File: src/common/sto_regs.svh
`ifndef STO_REGS_SVH
`define STO_REGS_SVH

// Register byte offsets on the Avalon-MM slave.
`define STO_OFS_CTRL 4'h0
`define STO_OFS_STATUS 4'h4
`define STO_OFS_IRQ_STATUS 4'h8
`define STO_OFS_IRQ_MASK 4'hc

// Control register fields.
`define STO_CTRL_MODE_BIT 0
`define STO_CTRL_DELAY_LSB 8
`define STO_CTRL_DELAY_MSB 15
`define STO_CTRL_RESET 32'h0000_0000

// Status register fields.
`define STO_ST_CH_A_BIT 0
`define STO_ST_CH_B_BIT 1
`define STO_ST_FEEDBACK_BIT 2
`define STO_ST_REMOVED_BIT 3
`define STO_ST_LATCHED_BIT 4
`define STO_ST_MISMATCH_ALM_BIT 5
`define STO_ST_SHUTDOWN_ALM_BIT 6
`define STO_ST_EXCITED_BIT 7

// Interrupt status and mask fields.
`define STO_IRQ_WIDTH 3
`define STO_IRQ_TORQUE_OFF_BIT 0
`define STO_IRQ_MISMATCH_BIT 1
`define STO_IRQ_RESTORED_BIT 2
`define STO_IRQ_RESET 3'h0

// Mode selection codes.
`define STO_MODE_LATCHED 1'h0
`define STO_MODE_SHUTDOWN 1'h1

// Dual-channel check delay window in milliseconds.
`define STO_DELAY_MIN_MS 8'h0b
`define STO_DELAY_MAX_MS 8'h64

// Timing: clock period, millisecond tick, indicator blink half period.
`define STO_CLK_PERIOD_PS 4000
`define STO_TICK_NS 1000000
`define STO_TICK_CYCLES ((`STO_TICK_NS * 1000) / `STO_CLK_PERIOD_PS)
`define STO_BLINK_HALF_MS 8'hfa

`endif

File: src/common/sto_pkg.sv
package sto_pkg;
    typedef enum logic [1:0] {
        STO_RUN = 2'b00,
        STO_OFF = 2'b01,
        STO_WAIT_CLEAR = 2'b10,
        STO_SHUTDOWN = 2'b11
    } sto_state_t;
endpackage : sto_pkg

File: src/common/sto_if.sv
`timescale 1ns/1ps
interface sto_if;
    logic ch_a;
    logic ch_b;
    logic clear_rise;
    logic alarm_reset_rise;
    logic ms_tick;
    modport sync (output ch_a, output ch_b, output clear_rise, output alarm_reset_rise);
    modport tick (output ms_tick);
    modport core (input ch_a, input ch_b, input clear_rise, input alarm_reset_rise,
                  input ms_tick);
endinterface : sto_if

File: src/core/sto_sync.sv
`timescale 1ns/1ps
module sto_sync (
    // Clock and reset
    input wire logic ref_clk_in,
    input wire logic reset_n_in,
    // Pins
    input wire logic shutoff_channel_a_in,
    input wire logic shutoff_channel_b_in,
    input wire logic torque_off_latch_clear_in,
    input wire logic alarm_reset_input_in,
    // Synchronised levels and edges
    sto_if.sync sig
);
    logic [3:0] stage1;
    logic [3:0] stage2;
    logic [1:0] prev;

    always_ff @(posedge ref_clk_in or negedge reset_n_in) begin
        if (!reset_n_in) begin
            stage1 <= 4'h0;
            stage2 <= 4'h0;
        end else begin
            stage1 <= {alarm_reset_input_in, torque_off_latch_clear_in,
                       shutoff_channel_b_in, shutoff_channel_a_in};
            stage2 <= stage1;
        end
    end

    // Edges are taken from the second stage only.
    always_ff @(posedge ref_clk_in or negedge reset_n_in) begin
        if (!reset_n_in) begin
            prev <= 2'h0;
        end else begin
            prev <= stage2[3:2];
        end
    end

    assign sig.ch_a = stage2[0];
    assign sig.ch_b = stage2[1];
    assign sig.clear_rise = stage2[2] & ~prev[0];
    assign sig.alarm_reset_rise = stage2[3] & ~prev[1];
endmodule : sto_sync

File: src/core/sto_tick.sv
`timescale 1ns/1ps
module sto_tick #(
    parameter int unsigned TICK_CYCLES = 250000
) (
    // Clock and reset
    input wire logic ref_clk_in,
    input wire logic reset_n_in,
    // Millisecond enable
    sto_if.tick tk
);
    logic [31:0] count;
    logic pulse;

    always_ff @(posedge ref_clk_in or negedge reset_n_in) begin
        if (!reset_n_in) begin
            count <= 32'h0;
            pulse <= 1'b0;
        end else if (count == 32'(TICK_CYCLES - 1)) begin
            count <= 32'h0;
            pulse <= 1'b1;
        end else begin
            count <= count + 32'h1;
            pulse <= 1'b0;
        end
    end

    assign tk.ms_tick = pulse;
endmodule : sto_tick

File: src/core/sto_top.sv
// Behaviour
// - Either channel off cuts motor power
// - Power cut ignores free-run and commands
// - Indicator blinks green while torque removed; the code keeps green off while an alarm shows red
// - Both on: feedback off, normal, excitation allowed
// - One off: feedback off, non-excited, alarm
// - Mismatch alarm only with 11-100 ms delay
// - Both off: feedback on, latch or shutdown
// - Latch clears on clear edge, channels on
// - Shutdown clears on alarm-reset rising edge
// - Latch clear with command re-excites, ready
//
// The implementer's own choices: the Avalon-MM register port and the placing of the registers.
`timescale 1ns/1ps
`include "sto_regs.svh"
module sto_top
    import sto_pkg::*;
#(
    parameter int unsigned TICK_CYCLES = `STO_TICK_CYCLES
) (
    // Clock and reset
    input wire logic ref_clk_in,
    input wire logic reset_n_in,
    // Safety connector pins
    input wire logic shutoff_channel_a_in,
    input wire logic shutoff_channel_b_in,
    input wire logic torque_off_latch_clear_in,
    input wire logic alarm_reset_input_in,
    output logic torque_off_feedback_out,
    // Drive control from the motion logic
    input wire logic excite_cmd_in,
    input wire logic free_run_in,
    // Power stage and status
    output logic external_torque_removal_out,
    output logic motor_excite_out,
    output logic ready_out,
    output logic drive_command_ready_out,
    output logic power_alarm_indicator_green_out,
    output logic power_alarm_indicator_red_out,
    output logic irq_out,
    // Avalon-MM slave
    input wire logic [3:0] avs_address_in,
    input wire logic avs_read_in,
    input wire logic avs_write_in,
    input wire logic [31:0] avs_writedata_in,
    input wire logic [3:0] avs_byteenable_in,
    output logic [31:0] avs_readdata_out,
    output logic avs_waitrequest_out
);
    function automatic logic delay_in_window(input logic [7:0] d);
        delay_in_window = (d >= `STO_DELAY_MIN_MS) && (d <= `STO_DELAY_MAX_MS);
    endfunction : delay_in_window

    sto_if sig ();

    sto_sync u_sync (
        .ref_clk_in(ref_clk_in),
        .reset_n_in(reset_n_in),
        .shutoff_channel_a_in(shutoff_channel_a_in),
        .shutoff_channel_b_in(shutoff_channel_b_in),
        .torque_off_latch_clear_in(torque_off_latch_clear_in),
        .alarm_reset_input_in(alarm_reset_input_in),
        .sig(sig.sync)
    );

    sto_tick #(.TICK_CYCLES(TICK_CYCLES)) u_tick (
        .ref_clk_in(ref_clk_in),
        .reset_n_in(reset_n_in),
        .tk(sig.tick)
    );

    logic mode_shutdown;
    logic [7:0] check_delay_ms;
    sto_state_t state;
    sto_state_t next_state;
    logic [7:0] mismatch_ms;
    logic mismatch_alarm;
    logic [7:0] blink_ms;
    logic blink_phase;
    logic [`STO_IRQ_WIDTH-1:0] irq_status;
    logic [`STO_IRQ_WIDTH-1:0] irq_mask;
    logic [`STO_IRQ_WIDTH-1:0] irq_events;
    logic both_on;
    logic both_off;
    logic one_off;
    logic any_alarm;
    logic excite_ok;
    logic [1:0] sync_fill;
    logic bus_req;
    logic bus_take;
    logic [31:0] status_word;
    logic [31:0] next_readdata;

    assign both_on = sig.ch_a & sig.ch_b;
    assign both_off = ~sig.ch_a & ~sig.ch_b;
    assign one_off = sig.ch_a ^ sig.ch_b;
    assign any_alarm = mismatch_alarm | (state == STO_SHUTDOWN);

    // Excitation needs both channels on, a running state, no alarm and a command.
    assign excite_ok = both_on && (state == STO_RUN) && !any_alarm
                       && excite_cmd_in && !free_run_in;

    // The synchroniser resets to channels off; nothing latches until it holds the pins.
    always_ff @(posedge ref_clk_in or negedge reset_n_in) begin
        if (!reset_n_in) begin
            sync_fill <= 2'h0;
        end else if (!sync_fill[1]) begin
            sync_fill <= sync_fill + 2'h1;
        end
    end

    // Power removal depends on the channels alone, so no command path can hold it off.
    always_ff @(posedge ref_clk_in or negedge reset_n_in) begin
        if (!reset_n_in) begin
            external_torque_removal_out <= 1'b1;
        end else begin
            external_torque_removal_out <= ~both_on;
        end
    end

    always_ff @(posedge ref_clk_in or negedge reset_n_in) begin
        if (!reset_n_in) begin
            torque_off_feedback_out <= 1'b0;
        end else begin
            torque_off_feedback_out <= both_off & sync_fill[1];
        end
    end

    // Torque-off state; a mismatch alone removes power but does not latch.
    always_comb begin
        next_state = state;
        unique case (state)
            STO_RUN: begin
                if (both_off && sync_fill[1]) begin
                    next_state = mode_shutdown ? STO_SHUTDOWN : STO_OFF;
                end
            end
            STO_OFF: begin
                if (both_on) begin
                    next_state = STO_WAIT_CLEAR;
                end
            end
            STO_WAIT_CLEAR: begin
                if (both_off) begin
                    next_state = STO_OFF;
                end else if (sig.clear_rise && both_on && !mismatch_alarm) begin
                    next_state = STO_RUN;
                end
            end
            STO_SHUTDOWN: begin
                if (sig.alarm_reset_rise && !both_off) begin
                    next_state = STO_RUN;
                end
            end
        endcase
    end

    always_ff @(posedge ref_clk_in or negedge reset_n_in) begin
        if (!reset_n_in) begin
            state <= STO_RUN;
        end else begin
            state <= next_state;
        end
    end

    // Mismatch time is counted in whole milliseconds.
    always_ff @(posedge ref_clk_in or negedge reset_n_in) begin
        if (!reset_n_in) begin
            mismatch_ms <= 8'h0;
        end else if (!one_off) begin
            mismatch_ms <= 8'h0;
        end else if (sig.ms_tick && mismatch_ms != 8'hff) begin
            mismatch_ms <= mismatch_ms + 8'h1;
        end
    end

    // The alarm holds until an alarm reset arrives with the mismatch gone.
    always_ff @(posedge ref_clk_in or negedge reset_n_in) begin
        if (!reset_n_in) begin
            mismatch_alarm <= 1'b0;
        end else if (one_off && delay_in_window(check_delay_ms)
                     && mismatch_ms >= check_delay_ms) begin
            mismatch_alarm <= 1'b1;
        end else if (sig.alarm_reset_rise && !one_off) begin
            mismatch_alarm <= 1'b0;
        end
    end

    always_ff @(posedge ref_clk_in or negedge reset_n_in) begin
        if (!reset_n_in) begin
            motor_excite_out <= 1'b0;
            ready_out <= 1'b0;
            drive_command_ready_out <= 1'b0;
        end else begin
            motor_excite_out <= excite_ok;
            ready_out <= excite_ok;
            drive_command_ready_out <= excite_ok;
        end
    end

    // Indicator blink timebase.
    always_ff @(posedge ref_clk_in or negedge reset_n_in) begin
        if (!reset_n_in) begin
            blink_ms <= 8'h0;
            blink_phase <= 1'b0;
        end else if (sig.ms_tick) begin
            if (blink_ms == `STO_BLINK_HALF_MS - 8'h1) begin
                blink_ms <= 8'h0;
                blink_phase <= ~blink_phase;
            end else begin
                blink_ms <= blink_ms + 8'h1;
            end
        end
    end

    // Alarms show red; torque removal without an alarm blinks green.
    always_ff @(posedge ref_clk_in or negedge reset_n_in) begin
        if (!reset_n_in) begin
            power_alarm_indicator_green_out <= 1'b0;
            power_alarm_indicator_red_out <= 1'b0;
        end else begin
            power_alarm_indicator_red_out <= any_alarm;
            if (any_alarm) begin
                power_alarm_indicator_green_out <= 1'b0;
            end else if (!both_on || state != STO_RUN) begin
                power_alarm_indicator_green_out <= blink_phase;
            end else begin
                power_alarm_indicator_green_out <= 1'b1;
            end
        end
    end

    // Bus: one wait state, then the request is taken at the edge with waitrequest low.
    assign bus_req = avs_read_in | avs_write_in;
    assign bus_take = bus_req & ~avs_waitrequest_out;

    always_ff @(posedge ref_clk_in or negedge reset_n_in) begin
        if (!reset_n_in) begin
            avs_waitrequest_out <= 1'b1;
        end else begin
            avs_waitrequest_out <= ~(bus_req & avs_waitrequest_out);
        end
    end

    always_ff @(posedge ref_clk_in or negedge reset_n_in) begin
        if (!reset_n_in) begin
            mode_shutdown <= `STO_MODE_LATCHED;
            check_delay_ms <= 8'h0;
        end else if (bus_take && avs_write_in && avs_address_in == `STO_OFS_CTRL) begin
            if (avs_byteenable_in[0]) begin
                mode_shutdown <= avs_writedata_in[`STO_CTRL_MODE_BIT];
            end
            if (avs_byteenable_in[1]) begin
                check_delay_ms <= avs_writedata_in[`STO_CTRL_DELAY_MSB:`STO_CTRL_DELAY_LSB];
            end
        end
    end

    always_ff @(posedge ref_clk_in or negedge reset_n_in) begin
        if (!reset_n_in) begin
            irq_mask <= `STO_IRQ_RESET;
        end else if (bus_take && avs_write_in && avs_address_in == `STO_OFS_IRQ_MASK
                     && avs_byteenable_in[0]) begin
            irq_mask <= avs_writedata_in[`STO_IRQ_WIDTH-1:0];
        end
    end

    always_comb begin
        irq_events = `STO_IRQ_RESET;
        irq_events[`STO_IRQ_TORQUE_OFF_BIT] = (state == STO_RUN) && both_off && sync_fill[1];
        irq_events[`STO_IRQ_MISMATCH_BIT] = one_off && !mismatch_alarm
                                            && delay_in_window(check_delay_ms)
                                            && mismatch_ms >= check_delay_ms;
        irq_events[`STO_IRQ_RESTORED_BIT] = (state != STO_RUN) && (next_state == STO_RUN);
    end

    // A read clears the status, but an event in the same cycle survives.
    always_ff @(posedge ref_clk_in or negedge reset_n_in) begin
        if (!reset_n_in) begin
            irq_status <= `STO_IRQ_RESET;
        end else if (bus_take && avs_read_in && avs_address_in == `STO_OFS_IRQ_STATUS) begin
            irq_status <= irq_events;
        end else begin
            irq_status <= irq_status | irq_events;
        end
    end

    always_ff @(posedge ref_clk_in or negedge reset_n_in) begin
        if (!reset_n_in) begin
            irq_out <= 1'b0;
        end else begin
            irq_out <= |((irq_status | irq_events) & irq_mask);
        end
    end

    always_comb begin
        status_word = 32'h0;
        status_word[`STO_ST_CH_A_BIT] = sig.ch_a;
        status_word[`STO_ST_CH_B_BIT] = sig.ch_b;
        status_word[`STO_ST_FEEDBACK_BIT] = torque_off_feedback_out;
        status_word[`STO_ST_REMOVED_BIT] = external_torque_removal_out;
        status_word[`STO_ST_LATCHED_BIT] = (state == STO_OFF) || (state == STO_WAIT_CLEAR);
        status_word[`STO_ST_MISMATCH_ALM_BIT] = mismatch_alarm;
        status_word[`STO_ST_SHUTDOWN_ALM_BIT] = (state == STO_SHUTDOWN);
        status_word[`STO_ST_EXCITED_BIT] = motor_excite_out;
    end

    always_comb begin
        next_readdata = 32'h0;
        unique case (avs_address_in)
            `STO_OFS_CTRL: begin
                next_readdata[`STO_CTRL_MODE_BIT] = mode_shutdown;
                next_readdata[`STO_CTRL_DELAY_MSB:`STO_CTRL_DELAY_LSB] = check_delay_ms;
            end
            `STO_OFS_STATUS: next_readdata = status_word;
            `STO_OFS_IRQ_STATUS: next_readdata[`STO_IRQ_WIDTH-1:0] = irq_status;
            `STO_OFS_IRQ_MASK: next_readdata[`STO_IRQ_WIDTH-1:0] = irq_mask;
            default: next_readdata = 32'h0;
        endcase
    end

    // Read data is captured in the wait cycle and stands at the taking edge.
    always_ff @(posedge ref_clk_in or negedge reset_n_in) begin
        if (!reset_n_in) begin
            avs_readdata_out <= 32'h0;
        end else if (avs_read_in && avs_waitrequest_out) begin
            avs_readdata_out <= next_readdata;
        end
    end
endmodule : sto_top

File: config.mk
export PLATFORM = sky130hd
export DESIGN_NAME = sto_top
export DESIGN_NICKNAME = d
export VERILOG_FILES = /design/src/common/sto_pkg.sv /design/src/common/sto_if.sv /design/src/core/sto_sync.sv /design/src/core/sto_tick.sv /design/src/core/sto_top.sv
export VERILOG_INCLUDE_DIRS = /design/src /design/src/common
export SDC_FILE = /design/constraint.sdc
export NUM_CORES = 1
export LEC_CHECK = 0
export BUFFER_PORTS_ARGS = -buffer_cell sky130_fd_sc_hd__buf_4
export CORE_MARGIN = 10
export CORE_UTILIZATION = 35
export CTS_CLUSTER_DIAMETER = 150
export CTS_CLUSTER_SIZE = 12
export DETAILED_ROUTE_END_ITERATION = 7
export PLACE_DENSITY_LB_ADDON = 0.25
export SLEW_MARGIN = 20
export SYNTH_ARGS = -nofsm -noshare
export SYNTH_HDL_FRONTEND = slang
export SYNTH_SLANG_ARGS = --single-unit
File: constraint.sdc
create_clock -name ref_clk_in -period 5.3 [get_ports ref_clk_in]
set_input_delay 1.06 -clock ref_clk_in [delete_from_list [all_inputs] [get_ports ref_clk_in]]
set_output_delay 1.06 -clock ref_clk_in [all_outputs]
set_load 0.02 [all_outputs]
* After elaboration in Yosys (flattened, before gate mapping) *
Index checks and enable logic that the tools add are counted.

word-level totals
  register bits = 103
  latch bits = 0
  memory bits (writable) = 0
  memory bits (read-only) = 0
  bits of input ports = 50
  output and inout port bits = 41
  logic and storage cells = 126
  memories = 0

operators by class
  add/sub/neg operators = 4
  $mul = 0
  divide/modulo/power cells = 0
  magnitude comparators = 3
  eq/ne operators = 10
  shift operators = 0
  multiplexer cells = 22
  bitwise operators = 20
  reductions and logical operators = 43

operators with widths
  cell                     number
  $add A32 B1 Y32 const B  1
  $eq A32 B18 Y1 const B   1
  $mux W32                 1
  $mux W8                  4
  $logic_and A1 B1 Y1      26
  $add A8 B1 Y8 const B    2
  $mux W2                  7
  $eq A4 B4 Y1 const B     2
  $eq A8 B8 Y1 const B     1
  $ge A8 B4 Y1 const B     1
  $ge A8 B8 Y1             1
  $le A8 B7 Y1 const B     1
  $ne A8 B8 Y1 const B     1
  $not A1 Y1               8
  $pmux W2 S4              1
  $and A1 B1 Y1            7
  $logic_not A1 Y1         6
  $pmux W2 S3              1
  $reduce_and A2 Y1        3
  $mux W1                  5
  $mux W5                  1
  $eq A2 B2 Y1 const B     2
  $eq A4 B3 Y1 const B     1
  $logic_not A2 Y1         2
  13 further kinds         16

* Depth between registers and ports, before layout *
  word-level depth = 12
  depth in mapped cells = 7
  mapped depth without buffers = 7

* Modules after synthesis *
A second synthesis with hierarchy kept.

second synthesis, totals
  cell total of the unflattened synthesis = 469
  area, all modules = 5006.1 µm²

by module, submodules not included
  module    times used  cells each  area each (µm²)  seq. area each (µm²)
  sto_top   1           316         3170.5           1503.9
  sto_tick  1           141         1557.7           825.8
  sto_sync  1           12          277.8            250.2

* Worst setup path after synthesis *
OpenSTA, ideal clock, no wires.

  path type = input-to-reg
  from = input avs_address_in[3]
  to = register check_delay_ms[0]
  library setup time = 0.125 ns
  arrival = 2.229 ns
  required time = 5.175 ns
  path slack = 2.946 ns
  cell stages on the path = 5
  buffers on the path = 2
  cell sequence = clkbuf_1 nor4_4 and3_1 buf_2 mux2_2

between the ends
  longest elaborated chain between the ends = 3

ends and longest elaborated chain
  item                                  RTL line        RTL
  start, declared                       sto_top.sv:42   input wire logic [3:0] avs_address_in,
  $logic_not A4 Y1                      n/a
  $logic_and A1 B1 Y1 (no source line)  n/a
  $reduce_and A2 Y1 (no source line)    n/a
  end signal, assigned                  sto_top.sv:254  check_delay_ms <= avs_writedata_in[`STO_CTRL_DELAY_MSB:`STO_CTRL_DELAY_LSB];
  end, declared                         sto_top.sv:73   logic [7:0] check_delay_ms;

Every way passes these cells.
A chain may end at the register's enable or synchronous reset.

* Worst setup path after layout *
  from = input avs_address_in[1]
  to = register check_delay_ms[0]

Same word-level chain as after synthesis.

==> impl_metrics.tcl <==
set metrics [dict create \
    status "complete, no violations" \
    max_cap_viol_count 0 \
    clk_latency_ns 0.35 \
    multi_input_area_um2 2140 \
    yosysUniqueCellTypes 56 \
    min_path_type "reg -> reg" \
    finalWirelength_um 9850 \
    dp_hpwl_um 7350 \
    core-area_um2 13800 \
    fmax_mhz 415 \
    rsz0062_at_grt "no" \
    setup_tns_ns 0 \
    clockBufferDepth 2 \
    crit_required_ns 5.54 \
    period_minus_slack_ns 2.41 \
    io_pins 91 \
    netlist_instances 463 \
    setup_viol 0 \
    path_cells "buf_4 > nor4_4 > and3_1 > mux2_2" \
    vias_per_cell 4.97 \
    drt_iter0_markers 165 \
    crit_path_max_fanout 15 \
    ys.warnings.count 0 \
    crit_buf_inv 1 \
    syn_area_per_cell_um2 10.6 \
    nFillCells 1325 \
    layout-drive-gt1-share_pct 17.0 \
    critPathArrivalTime_ns 2.65 \
    synth-edff-count 0 \
    worst_path_max_delay_cell "and3_1" \
    vias 3463 \
    drc 0 \
    grt_max_degree 64 \
    vdd_drop_max_uv 127 \
    initial_utilization_pct 35.6 \
    dieArea_um2 19200 \
    tightest_slew_ns 0.991 \
    crit_path_max_incr_delay_ns 0.55 \
    ant_nets 0 \
    crit_family "simple AND/OR/NAND/NOR gates" \
    cts_made_buffers 9 \
    post-cts-setup-buffer-count 0 \
    seq_area_um2 2580 \
    antenna_found_initial 0 \
    cts.reportedPaths.clkPinSlew_ns 0.07 \
    dr.pass1.iters 4 \
    die_w_um 139 \
    grtUsageTotal_pct 10.4 \
    diodes 0 \
    cts-hold-fix-buffers 0 \
    power_density_nw_per_um2 310 \
    relSlewSlack_pct 33.3 \
    min-delay-start "u_sync.stage1[2]" \
    cts_max_level 3 \
    grt-ovfl-total 0 \
    syn-cell-area_um2 4920 \
    power.leakage_nw 2.68 \
    yosys_most_used_dff "dfrtp_1" \
    async_reset_ff_share_pct 100 \
    synth-seq-cells 103 \
    critPathLaunch "avs_address_in[1]" \
    hold_violations 0 \
    fin_worst_skew_ns 0.00767 \
    rr_startpoint "u_sync.stage2[0]" \
    place_inst 681 \
    crit_path_end_kind "flop" \
    cts_root_buffer "clkbuf_16" \
    post_cts_resized 0 \
    area_growth_pct 16.0 \
    grt_pass1_wl_um 17100 \
    fin_crit_sh_pct 45.5 \
    die_h_um 139 \
    cts_sinks 103 \
    routedWlPerCell_um 14.1 \
    crit_path_start_kind "input port" \
    path_class "in -> reg" \
    drv_slew 0 \
    io_buffers 51 \
    gp_congestion 0.765 \
    seq_area_frac_synth_pct 52.4 \
    stdcell_count 697 \
    grt_pass1_vias 3505 \
    nets 580 \
    tritoncts "yes" \
    fp-row-count 43 \
]
[flip-flops by register name (all words and copies together), names as in the netlist, 2 cells and up]
register / cells
avs_readdata_out: 16
blink_ms: 8
check_delay_ms: 8
irq_mask: 3
irq_status: 3
mismatch_ms: 8
state: 2
sync_fill: 2
u_sync.prev: 2
u_sync.stage1: 4
u_sync.stage2: 4
u_tick.count: 32
[stage by stage]
| step | utilization (%) | setup WS (ns) | hold slack [ns] | area (um^2) | total power, mW |
|---|---|---|---|---|---|
| global placement | 39.2 | 2.55 | 0.340 | 5420 | 1.13 |
| floorplan | - | 2.95 | 0.331 | 4980 | 1.04 |
| detailed placement | 39.2 | 2.53 | 0.337 | 5420 | 1.14 |
| global route | 41.3 | 2.76 | 0.363 | 5710 | 1.87 |
| finish | 41.3 | 2.89 | 0.352 | 5710 | 1.77 |
| CTS | 41.3 | 2.90 | 0.355 | 5710 | 1.80 |
[power breakdown]
| group | total [mW] | internal (mW) | switching [mW] |
|---|---|---|---|
| Sequential | 0.868 | 0.833 | 0.0351 |
| Clock | 0.653 | 0.344 | 0.309 |
| Combinational | 0.252 | 0.0980 | 0.154 |
[Yosys cell counts, drive strengths merged, types with 3 or more instances]
master  count  area share, %
a21oi      11            1.1
a22o        5           0.89
a31oi       3           0.38
and2        7           0.89
and3       15            1.9
and4        4           0.76
buf        23            3.3
clkbuf      7           0.53
dfrtp     101             51
ha         18            4.6
inv        19            1.4
mux2        6            1.4
mux2i       3           0.61
nand2      59            4.5
nand2b      3           0.38
nand3      19            2.3
nand4      10            1.3
nand4b      3           0.53
nor2       20            1.5
nor2b       5           0.64
nor3        6           0.61
nor4        9            2.0
o21ai      28            2.8
o31ai       3           0.46
or2         4           0.51
or3         5           0.74
xnor2      26            4.6
xor2       13            2.3
[area by class of cell]
| type | instances | area share (%) |
|---|---|---|
| Clock buffer | 10 | 4.18 |
| Inverter | 19 | 1.25 |
| Timing Repair Buffer | 53 | 6.97 |
| Multi-Input combinational cell | 326 | 37.5 |
| Clock inverter | 6 | 1.01 |
| Sequential cell | 103 | 45.2 |
| Tap cell | 180 | 3.94 |
[placed cells by master (no fill, tap or decap), types with 3 or more instances in the layout]
cell and instances:
nor2_1 20, a22o_1 5, nand2b_1 3, nand3_1 17, mux2i_1 3, nand4_1 10
a31oi_1 3, mux2_2 6, or3_1 4, and2_1 7, inv_1 19, nor2b_1 5
nand2_1 59, clkbuf_16 9, dfrtp_1 101, o21ai_0 28, buf_4 53, inv_6 3
xnor2_1 26, and3_1 15, a21oi_1 11, nor3_1 6, conb_1 16, xor2_1 13
and4_1 3, nor4_1 5, nand4b_1 3, o31ai_1 3, ha_1 18
[metal layers]
layer | share of wire (%) | GRT usage, % | vias up
met4 | 1.2 | 3.00 | 0
met3 | 4.8 | 3.66 | 10
li1 | - | - | 1679
met1 | 47 | 13.4 | 1701
met2 | 47 | 16.2 | 73
met5 | 0 | 0 | -
[final timing paths]
path,to,slack [ns],cells past startpoint
worst min register to register,u_sync.stage2[2],0.35,0
worst max register to register,irq_out,3.13,6
worst max-delay path,check_delay_ms[0],2.89,4
worst min-delay path,u_sync.stage2[2],0.35,0
max in group asynchronous,blink_ms[1],3.52,2
min in group asynchronous,avs_readdata_out[4],0.77,1
[cells by family after synthesis]
kind of cell | after synthesis | share of synthesized area, %
muxes | 10 | 2.44
and+or+nand+nor | 173 | 19.3
AOI/OAI and AO/OA | 70 | 9.00
DFF | 103 | 52.4
adders and majority gates | 18 | 4.58
xor gates and xnor gates | 39 | 6.94
buffers and inverters | 49 | 5.24
other | 1 | 0.0762
Note: power is estimated with default switching activity, not from simulation.
